===== src/design/ddsfd_pkg.sv =====
// Constants and frame layout for the serial frame decoder of a dual DAC
package ddsfd_pkg;

  // ****************************************
  // Frame geometry
  // ****************************************
  localparam int FRAME_BITS = 24;
  localparam logic [4:0] FRAME_BITS_CNT = 5'h18;
  localparam logic [4:0] CNT_MAX = 5'h1F;
  localparam int CODE_BITS = 12;
  localparam int LEVEL_BITS = 13;

  typedef struct packed {
    logic rw;              // 1 = read, 0 = write
    logic zero;            // reserved, host sends 0
    logic [2:0] reg_sel;   // reg_select_bit2..0
    logic [2:0] chan_addr; // channel_addr_bit2..0
    logic [15:0] data;
  } ddsfd_frame_t;

  // ****************************************
  // Register select and channel codes
  // ****************************************
  localparam logic [2:0] REG_DAC = 3'h0;
  localparam logic [2:0] REG_RANGE = 3'h1;
  localparam logic [2:0] REG_POWER = 3'h2;
  localparam logic [2:0] REG_CTRL = 3'h3;
  localparam logic [2:0] CHAN_A = 3'h0;
  localparam logic [2:0] CHAN_B = 3'h2;
  localparam logic [2:0] CHAN_BOTH = 3'h4;

  // ****************************************
  // Output ranges and coding
  // ****************************************
  localparam logic [2:0] RANGE_UNI_5 = 3'h0;
  localparam logic [2:0] RANGE_BIP_FIRST = 3'h3;
  localparam logic [2:0] RANGE_LAST = 3'h5;
  localparam logic [11:0] CODE_MID = 12'h800;
  localparam logic [CODE_BITS-1:0] CODE_RST = 12'h000;
  localparam logic [15:0] WORD_RST = 16'h0000;
  localparam int SAMPLE_LSB = 4;

  typedef struct packed {
    logic [CODE_BITS-1:0] code;
    logic [2:0] range_code;
  } ddsfd_chan_t;

endpackage


===== src/design/ddsfd_decoder.sv =====
// Serial frame decoder, register store and code-to-level mapping of a dual DAC
`timescale 1ns/1ps

module ddsfd_decoder
  import ddsfd_pkg::*;
(
  input wire logic i_clk,
  input wire logic i_rst,
  input wire logic i_sclk,
  input wire logic i_sync_n,
  input wire logic i_serial_data_in,
  input wire logic i_bipolar_twos,
  output logic o_sdo,
  output logic o_frame_strobe,
  output logic o_frame_error,
  output ddsfd_frame_t o_last_frame,
  output ddsfd_chan_t o_chan_a,
  output ddsfd_chan_t o_chan_b,
  output logic signed [LEVEL_BITS-1:0] o_level_a,
  output logic signed [LEVEL_BITS-1:0] o_level_b,
  output logic [15:0] o_power_word,
  output logic [15:0] o_ctrl_word
);

  // ****************************************
  // Pin synchronisers and edge finding
  // ****************************************
  logic sclk_m_reg, sclk_s_reg, sclk_d_reg;
  logic sync_m_reg, sync_s_reg, sync_d_reg;
  logic serial_data_in_m_reg, serial_data_in_s_reg, twos_m_reg, twos_s_reg;
  logic sclk_fall, sclk_rise, frame_begin, frame_end, in_frame;

  always_ff @(posedge i_clk)
  begin
    if (i_rst)
    begin
      sclk_m_reg <= 1'b1;
      sclk_s_reg <= 1'b1;
      sclk_d_reg <= 1'b1;
      sync_m_reg <= 1'b1;
      sync_s_reg <= 1'b1;
      sync_d_reg <= 1'b1;
      serial_data_in_m_reg <= 1'b0;
      serial_data_in_s_reg <= 1'b0;
      twos_m_reg <= 1'b0;
      twos_s_reg <= 1'b0;
    end
    else
    begin
      sclk_m_reg <= i_sclk;
      sclk_s_reg <= sclk_m_reg;
      sclk_d_reg <= sclk_s_reg;
      sync_m_reg <= i_sync_n;
      sync_s_reg <= sync_m_reg;
      sync_d_reg <= sync_s_reg;
      serial_data_in_m_reg <= i_serial_data_in;
      serial_data_in_s_reg <= serial_data_in_m_reg;
      twos_m_reg <= i_bipolar_twos;
      twos_s_reg <= twos_m_reg;
    end
  end

  assign sclk_fall = sclk_d_reg & ~sclk_s_reg;
  assign sclk_rise = ~sclk_d_reg & sclk_s_reg;
  assign frame_begin = sync_d_reg & ~sync_s_reg;
  assign frame_end = ~sync_d_reg & sync_s_reg;
  assign in_frame = ~sync_s_reg & ~sync_d_reg;

  // ****************************************
  // Input shift register and bit counter
  // ****************************************
  logic [FRAME_BITS-1:0] shift_reg;
  logic [4:0] bit_cnt_reg;
  ddsfd_frame_t frame;

  always_ff @(posedge i_clk)
  begin
    if (i_rst)
      shift_reg <= '0;
    else if (in_frame && sclk_fall)
      shift_reg <= {shift_reg[FRAME_BITS-2:0], serial_data_in_s_reg};
  end

  always_ff @(posedge i_clk)
  begin
    if (i_rst || frame_begin)
      bit_cnt_reg <= '0;
    else if (in_frame && sclk_fall && bit_cnt_reg != CNT_MAX)
      bit_cnt_reg <= bit_cnt_reg + 5'h01;
  end

  assign frame = ddsfd_frame_t'(shift_reg);

  // ****************************************
  // Frame acceptance
  // ****************************************
  logic accept, do_write, do_read;
  logic hit_a, hit_b;

  assign accept = frame_end && (bit_cnt_reg == FRAME_BITS_CNT) && !frame.zero;
  assign do_write = accept && !frame.rw;
  assign do_read = accept && frame.rw;
  assign hit_a = (frame.chan_addr == CHAN_A) || (frame.chan_addr == CHAN_BOTH);
  assign hit_b = (frame.chan_addr == CHAN_B) || (frame.chan_addr == CHAN_BOTH);

  always_ff @(posedge i_clk)
  begin
    if (i_rst)
    begin
      o_frame_strobe <= 1'b0;
      o_frame_error <= 1'b0;
      o_last_frame <= '0;
    end
    else
    begin
      o_frame_strobe <= accept;
      o_frame_error <= frame_end && ((bit_cnt_reg != FRAME_BITS_CNT) || frame.zero);
      if (accept)
        o_last_frame <= frame;
    end
  end

  // ****************************************
  // Register store
  // ****************************************
  always_ff @(posedge i_clk)
  begin
    if (i_rst)
    begin
      o_chan_a <= '{code: CODE_RST, range_code: RANGE_UNI_5};
      o_chan_b <= '{code: CODE_RST, range_code: RANGE_UNI_5};
    end
    else if (do_write)
    begin
      case (frame.reg_sel)
        REG_DAC:
        begin
          if (hit_a)
            o_chan_a.code <= frame.data[15:SAMPLE_LSB];
          if (hit_b)
            o_chan_b.code <= frame.data[15:SAMPLE_LSB];
        end
        REG_RANGE:
        begin
          if (hit_a && frame.data[2:0] <= RANGE_LAST)
            o_chan_a.range_code <= frame.data[2:0];
          if (hit_b && frame.data[2:0] <= RANGE_LAST)
            o_chan_b.range_code <= frame.data[2:0];
        end
        default:
        begin
        end
      endcase
    end
  end

  always_ff @(posedge i_clk)
  begin
    if (i_rst)
    begin
      o_power_word <= WORD_RST;
      o_ctrl_word <= WORD_RST;
    end
    else if (do_write && frame.reg_sel == REG_POWER)
      o_power_word <= frame.data;
    else if (do_write && frame.reg_sel == REG_CTRL)
      o_ctrl_word <= frame.data;
  end

  // ****************************************
  // Readback shifter
  // ****************************************
  logic [FRAME_BITS-1:0] sdo_shift_reg;
  logic [15:0] rd_word;

  always_comb
  begin
    rd_word = WORD_RST;
    case (frame.reg_sel)
      REG_DAC:
        rd_word = (frame.chan_addr == CHAN_B) ? {o_chan_b.code, 4'h0} : {o_chan_a.code, 4'h0};
      REG_RANGE:
        rd_word = (frame.chan_addr == CHAN_B) ? {13'h0000, o_chan_b.range_code} :
                  {13'h0000, o_chan_a.range_code};
      REG_POWER:
        rd_word = o_power_word;
      REG_CTRL:
        rd_word = o_ctrl_word;
      default:
        rd_word = WORD_RST;
    endcase
  end

  always_ff @(posedge i_clk)
  begin
    if (i_rst)
      sdo_shift_reg <= '0;
    else if (do_read)
      sdo_shift_reg <= {frame[FRAME_BITS-1:16], rd_word};
    else if (in_frame && sclk_rise)
      sdo_shift_reg <= {sdo_shift_reg[FRAME_BITS-2:0], 1'b0};
  end

  always_ff @(posedge i_clk)
  begin
    if (i_rst)
      o_sdo <= 1'b0;
    else
      o_sdo <= sdo_shift_reg[FRAME_BITS-1];
  end

  // ****************************************
  // Code to level mapping
  // ****************************************
  function automatic logic signed [LEVEL_BITS-1:0] map_level(
    input logic [CODE_BITS-1:0] code,
    input logic [2:0] range_code,
    input logic twos
  );
    logic signed [LEVEL_BITS-1:0] lvl;
    lvl = {1'b0, code};
    if (range_code >= RANGE_BIP_FIRST)
    begin
      if (twos)
        lvl = {code[CODE_BITS-1], code};
      else
        lvl = {1'b0, code} - {1'b0, CODE_MID};
    end
    return lvl;
  endfunction

  always_ff @(posedge i_clk)
  begin
    if (i_rst)
    begin
      o_level_a <= '0;
      o_level_b <= '0;
    end
    else
    begin
      o_level_a <= map_level(o_chan_a.code, o_chan_a.range_code, twos_s_reg);
      o_level_b <= map_level(o_chan_b.code, o_chan_b.range_code, twos_s_reg);
    end
  end
endmodule


===== config.mk =====
export PLATFORM = sky130hd
export DESIGN_NAME = ddsfd_decoder
export DESIGN_NICKNAME = d
export VERILOG_FILES = /design/src/design/ddsfd_pkg.sv /design/src/design/ddsfd_decoder.sv
export SDC_FILE = /design/constraint.sdc
export NUM_CORES = 1
export LEC_CHECK = 0
export ABC_CLOCK_PERIOD_IN_PS = 2029
export BUFFER_PORTS_ARGS = -buffer_cell sky130_fd_sc_hd__buf_4
export CAP_MARGIN = 0
export CORE_MARGIN = 1.5
export CORE_UTILIZATION = 55
export DETAILED_ROUTE_END_ITERATION = 6
export HOLD_SLACK_MARGIN = 0.06
export PLACE_DENSITY = 0.78
export SLEW_MARGIN = 15
export SYNTH_ARGS = -nofsm -noshare
export SYNTH_HDL_FRONTEND = slang
export SYNTH_SLANG_ARGS = --single-unit

===== constraint.sdc =====
create_clock -name i_clk -period 2.03 [get_ports i_clk]
set_input_delay 0.1015 -clock i_clk [delete_from_list [all_inputs] [get_ports i_clk]]
set_output_delay 0.1015 -clock i_clk [all_outputs]
set_load 0.01 [all_outputs]

Word level (Yosys, flattened, before mapping)
Cells that the tools add are included.
{"block": "word_totals", "regBits": 178, "in_bits": 6, "out_inout_bits": 115, "word_cells": 94}
{"block": "op_classes", "addsub": 3, "n_lt_le_gt_ge": 3, "eq_ne": 8, "n_mux": 9, "n_bitwise": 12, "reduce_logical": 28}
{"operator": "$pmux 16 s4", "count": 1}
{"operator": "$mux 24", "count": 2}
{"operator": "$mux 13", "count": 2}
{"operator": "$sub 12x12->13 const B", "count": 2}
{"operator": "$mux 12", "count": 2}
{"operator": "$mux 16", "count": 1}
{"operator": "$logic_and 1x1->1", "count": 12}
{"operator": "$reduce_and 3->1", "count": 4}
{"operator": "$ne 5x5->1 const B", "count": 2}
{"operator": "$eq 3x2->1 const B", "count": 3}
{"operator": "$not 1->1", "count": 7}
{"operator": "$ge 3x2->1 const B", "count": 2}
{"operator": "$logic_not 3->1", "count": 2}
{"operator": "$add 5x1->5 const B", "count": 1}
{"operator": "$and 1x1->1", "count": 5}
{"operator": "$eq 5x5->1 const B", "count": 1}
{"operator": "$logic_or 1x1->1", "count": 4}
{"operator": "$reduce_or 2->1", "count": 2}
{"operator": "$eq 3x1->1 const B", "count": 1}
{"operator": "$eq 3x3->1 const B", "count": 1}
{"operator": "$le 3x3->1 const B", "count": 1}
{"operator": "$mux 3", "count": 1}
{"operator": "$logic_not 1->1", "count": 2}
{"operator": "$reduce_and 2->1", "count": 1}
{"operator": "$reduce_bool 2->1", "count": 1}

Logic depth before layout (Yosys ltp)
{"block": "depth", "word_depth": 8, "depth_mapped": 8, "ltp_nobuf": 6}

Worst setup path before layout
OpenSTA, ideal clock, no wires.
{"block": "synth_timing", "kind": "register -> register", "startpoint": "reg bit_cnt_reg[0]", "endpoint": "reg o_ctrl_word[15]", "setup_time_ns": 0.132, "arrival_time_ns": 1.655, "t_required_ns": 1.898, "setup_slack_ns": 0.243, "path_stages_with_launch": 9, "path_buffers": 2, "synth_period_minus_slack_ns": 1.787, "cell_sequence": "dfxtp_1 inv_1 ha_1 nand3b_1 or4_1 clkbuf_1 buf_2 nand2_1 a21oi_1"}
{"block": "synth_via", "elab_chain_len": 7, "word_cells_on_any_way": 8, "cone_classes": "eq/ne: 1; bitwise: 1; reduce/logical: 6"}
{"element": "start, declared", "line": "ddsfd_decoder.sv:73", "text": "logic [4:0] bit_cnt_reg;"}
{"element": "start signal, assigned", "line": "ddsfd_decoder.sv:89", "text": "bit_cnt_reg <= bit_cnt_reg + 5'h01;"}
{"element": "$eq 5x5->1 (*)", "line": "ddsfd_decoder.sv:100", "text": "assign accept = frame_end && (bit_cnt_reg == FRAME_BITS_CNT) && !frame.zero;"}
{"element": "$logic_and 1x1->1 (*) (2 in a row)", "line": "ddsfd_decoder.sv:100"}
{"element": "$logic_and 1x1->1 (*)", "line": "ddsfd_decoder.sv:101", "text": "assign do_write = accept && !frame.rw;"}
{"element": "$logic_and 1x1->1", "line": "ddsfd_decoder.sv:164", "text": "else if (do_write && frame.reg_sel == REG_POWER)"}
{"element": "$not 1->1 (no line)"}
{"element": "$reduce_and 2->1 (no line) (*)"}
{"element": "end signal, assigned", "line": "ddsfd_decoder.sv:167", "text": "o_ctrl_word <= frame.data;"}
{"element": "end, declared", "line": "ddsfd_decoder.sv:22", "text": "output logic [15:0] o_ctrl_word"}
Mark *: on every way between the ends. The rest lies on a longest branch, timed or not.
A chain may end at the register's enable or synchronous reset.

Worst setup path after layout
{"block": "layout_timing", "startpoint": "reg bit_cnt_reg[0]", "endpoint": "reg sdo_shift_reg[2]"}
{"block": "layout_via", "elab_chain_len": 5, "word_cells_on_any_way": 6, "cone_classes": "eq/ne: 1; mux: 1; reduce/logical: 4"}
{"element": "$eq 5x5->1 (*)", "line": "ddsfd_decoder.sv:100"}
{"element": "$logic_and 1x1->1 (*) (2 in a row)", "line": "ddsfd_decoder.sv:100"}
{"element": "$logic_and 1x1->1 (*)", "line": "ddsfd_decoder.sv:102", "text": "assign do_read = accept && frame.rw;"}
{"element": "$mux 24 or $reduce_bool 2->1 (tied branches)"}
{"element": "end signal, assigned", "line": "ddsfd_decoder.sv:199", "text": "sdo_shift_reg <= {frame[FRAME_BITS-1:16], rd_word};"}
{"element": "end signal, assigned", "line": "ddsfd_decoder.sv:201", "text": "sdo_shift_reg <= {sdo_shift_reg[FRAME_BITS-2:0], 1'b0};"}
{"element": "end, declared", "line": "ddsfd_decoder.sv:173", "text": "logic [FRAME_BITS-1:0] sdo_shift_reg;"}
Marked as above.

==> results.txt <==
The height of the die came out at 116 um. The shortest clock period the worst path allows after layout came out at 1.93 ns. The insertion delay of the later-clocked pin in the worst-skew pair is between 0.4 and 0.5 ns. The wire length per cell after detailed routing came out at 15.9 um. Including well taps, the total number of placed cells is 1046. Entering global routing, the biggest net connects 49 pins. The dominant delay contributor by cell family on the critical path is simple AND/OR/NAND/NOR gates. The simple-gate share of the synthesized area is 0.212. The design area came out at 8800 um^2. The pin slew with the least headroom to its limit came out at 0.463 ns.

The delay contributed by the slowest stage of the critical path is approximately 0.44 ns. For this run, asynchronously set or reset flops after synthesis account for 0. The critical path is of the register to register type. The remaining design rule violation count came out at 0. The required arrival time at the worst endpoint is 2.36 ns. The initial utilization of the core area, before any placement, comes to 0.561. In this run the worst path has a maximum fanout of 7. The global-route wire length before repair came out at 27600 um. The flow ran to the end, and the final reports show no timing, DRC or antenna violations. The worst setup path is launched from a register. For this design the ratio of total power to cell area is 762 nW/um^2. The total number of nets in the final design came out at roughly 910. The post-synth design cell area came out at approximately 7000 um^2.

The final design utilization is 0.703. The arrival time of data at the critical path endpoint came out at 2.26 ns. about 120 I/O pins were placed.

In this run the standard cell core region covers between 10000 and 15000 um^2. The width of the die came out at 116 um. The number of standard-cell rows in the floorplan is 41. The number of hold violations in the final report is 0. The cell area reported after detailed placement came out at 8190 um^2. The clock root buffer is sky130_fd_sc_hd__clkbuf_16. The count of final max-slew check failures is 0. The final worst-path cycle share came out at 0.951. The post-synth net total is between 700 and 800.

The most numerous cell type found on the critical path is sky130_fd_sc_hd__inv_1. The kind of capture point of the worst setup path is a register. The H-tree was split into 4 levels. After synthesis, the share of cell area in mux cells is 0.113. The largest vdd supply drop is 0.549 mV.

The initial detailed-routing violation count came out at 403. The number of setup violations in the final report came out at 0. Setup repair after global routing left no endpoint under its margin.

Compared with the post-synthesis result, the final layout area differs by 25.3%. The number of CTS-inserted buffers is 17. The HPWL reported at the end of detailed placement is 12200 um. The number of violations of the max-capacitance limit came out at 0. The final standard cell count with taps included and fillers excluded came out at 1080. The signal on the critical path passes through inv_1 > ha_1 > inv_1 > or3_4 > or3_1 > a211oi_1. The total clock sinks came out at 178. The total vias in the final route came out at 5801. In the synthesized netlist the dominant register cell turns out to be sky130_fd_sc_hd__dfxtp_1. The die area came out at 13500 um^2. The average cell area after synthesis is 9.04 um^2. The relative slew slack came out at 0.691. The routability congestion estimate from global placement is 0.851. After detailed routing, the number of vias per cell comes to roughly 5.4. The global route total overflow is 0. The pre-antenna-repair detailed-routing pass consisted of 5 iterations. The critical path contains buffers and inverters numbering 2 combined. After clock tree synthesis, the clock-pin slew on the worst setup and hold paths is about 0.060 ns.

The total inserted antenna cells is 0. The via count of the first global-routing pass came out at 5440. The synthesized-area fraction occupied by xor and xnor cells came out at 0.00748. In this run, synthesis produced a sequential element count of 178. Static timing analysis puts the maximum clock frequency at between 0.5 and 0.6 GHz.

The synthesized netlist cell count came out at 777. The sequential-to-total area share from yosys stat came out at 0.507. The cell at the slowest stage of the critical path is sky130_fd_sc_hd__or3_4.

In the final layout, the share of cells above drive strength 1 is 0.233. The worst hold path class is input pin to register. The number of distinct library cells after synthesis is 51. Once detail routing completed, the nets flagged for antenna violations numbered 0.

The leakage power total came out at about 0.0037 uW. The share of the synthesized area in compound gates (AO/OA/AOI/OAI) was 0.104. The dominant combinational cell family by area after synthesis is simple AND/OR/NAND/NOR gates. The most frequent standard cell in the layout excluding fill and tap cells is sky130_fd_sc_hd__dfxtp_1. The worst setup skew after layout came out at ~0.0088 ns.

The number of antenna violations at the first check in global routing was 0. The number of buffers on the longest clock path is 2. Of the total synthesized cell area, the portion taken by full adders, half adders and majority gates is 0.00535. The number of flops mapped to enable cells by yosys is 0.

TritonCTS built the clock tree. The count of buffers added on input and output ports is between 100 and 150. The final setup TNS came out at 0 ns. For this block, the routed nets add up to 17200 um of wire. The overall global routing resource usage came out at 0.265. The total number of yosys warnings came out at 0. The top cell types in the final layout, fill and taps aside, are 178 x sky130_fd_sc_hd__dfxtp_1, 150 x sky130_fd_sc_hd__buf_4, 143 x sky130_fd_sc_hd__nand2_1.
routing by layer:
metal | vias to the layer above | GRT usage | share of wire
met5 | - | 0 | 0
li1 | 2847 | - | -
met2 | 190 | 0.416 | 0.46
met4 | 0 | 0.0846 | 0.015
met3 | 23 | 0.0601 | 0.062
met1 | 2741 | 0.364 | 0.46
repair_timing:
item / CTS / global route
gates resized for setup: 0 / 2
setup endpoints to repair: 0 / 3
setup buffers: 0 / 0
hold buffers: 4 / 0
endpoints found under the hold margin: 4 / 0
final cells by class:
type,count,area (um^2)
repair buffers,158,1250
multi-input cells,516,3120
clock buffers,21,470
clock inverters,9,81.3
fillers,969,3720
well taps,172,215
flip-flops and latches,178,3560
inverters,26,97.6
worst reg2reg max path: cells and delay by family (launching register included):
family	cells	cell delay (ns)
AO/OA/AOI/OAI	1	0.27
flip-flops	1	0.34
buffers and inverters	2	0.19
AND/OR/NAND/NOR	2	0.83
adder cells (fa/ha/maj)	1	0.19
stage by stage:
stage | total power (uW) | setup slack [ns] | hold slack, ns
finish | 6700 | 0.0985 | 0.125
CTS | 6720 | 0.0280 | 0.109
global placement | 3680 | 0.187 | 0.285
detailed placement | 3680 | 0.0249 | 0.291
floorplan | 3650 | 0.243 | 0.205
global route | 6900 | 0.00646 | 0.136
cells by family after synthesis:
family | Yosys count
simple gates | 305
mux | 78
buf+inv | 83
flops | 178
xor+xnor | 6
fa+ha+maj | 3
compound gates | 124
Yosys cell counts (2+ instances only):
cell type	count	area (um^2)
sky130_fd_sc_hd__and3_1	2	12.5
sky130_fd_sc_hd__or4b_1	2	20.0
sky130_fd_sc_hd__clkbuf_1	31	116
sky130_fd_sc_hd__buf_1	5	18.8
sky130_fd_sc_hd__nand3b_1	4	30.0
sky130_fd_sc_hd__mux2i_1	66	661
sky130_fd_sc_hd__a211oi_1	18	135
sky130_fd_sc_hd__nand4_1	3	18.8
sky130_fd_sc_hd__nand3_1	5	25.0
sky130_fd_sc_hd__nor3b_1	2	15.0
sky130_fd_sc_hd__o22ai_1	14	87.6
sky130_fd_sc_hd__inv_1	26	97.6
sky130_fd_sc_hd__or3_1	6	37.5
sky130_fd_sc_hd__xor2_1	3	26.3
sky130_fd_sc_hd__buf_4	2	15.0
sky130_fd_sc_hd__dfxtp_1	178	3560
sky130_fd_sc_hd__o21ai_0	4	20.0
sky130_fd_sc_hd__nand2_1	143	537
sky130_fd_sc_hd__nor2b_1	6	37.5
sky130_fd_sc_hd__buf_2	16	80.1
sky130_fd_sc_hd__a21o_1	2	15.0
sky130_fd_sc_hd__xnor2_1	3	26.3
sky130_fd_sc_hd__or2_2	6	37.5
sky130_fd_sc_hd__ha_1	3	37.5
sky130_fd_sc_hd__mux2_2	12	135
sky130_fd_sc_hd__nor3_1	7	35.0
sky130_fd_sc_hd__nor2_1	59	221
sky130_fd_sc_hd__nand2b_1	45	282
sky130_fd_sc_hd__a21oi_1	76	380
sky130_fd_sc_hd__o31ai_1	4	30.0
sky130_fd_sc_hd__nor4b_1	2	17.5
sky130_fd_sc_hd__a22oi_1	2	15.0
sky130_fd_sc_hd__buf_6	2	22.5
path summary, 6_finish.rpt:
kind / start / endpoint / slack [ns] / cells after the start
min reg2reg: sclk_m_reg / sclk_s_reg / 0.41 / 1
max reg2reg: bit_cnt_reg[0] / sdo_shift_reg[2] / 0.1 / 6
max: bit_cnt_reg[0] / sdo_shift_reg[2] / 0.1 / 6
min: i_rst / o_sdo / 0.12 / 2
report_power, final:
part / switching [uW] / internal [uW]
clock: 1320 / 1770
combinational: 57.5 / 41.8
sequential: 7.31 / 3500
total: 1390 / 5310
Note: power is estimated with default switching activity, not from simulation.
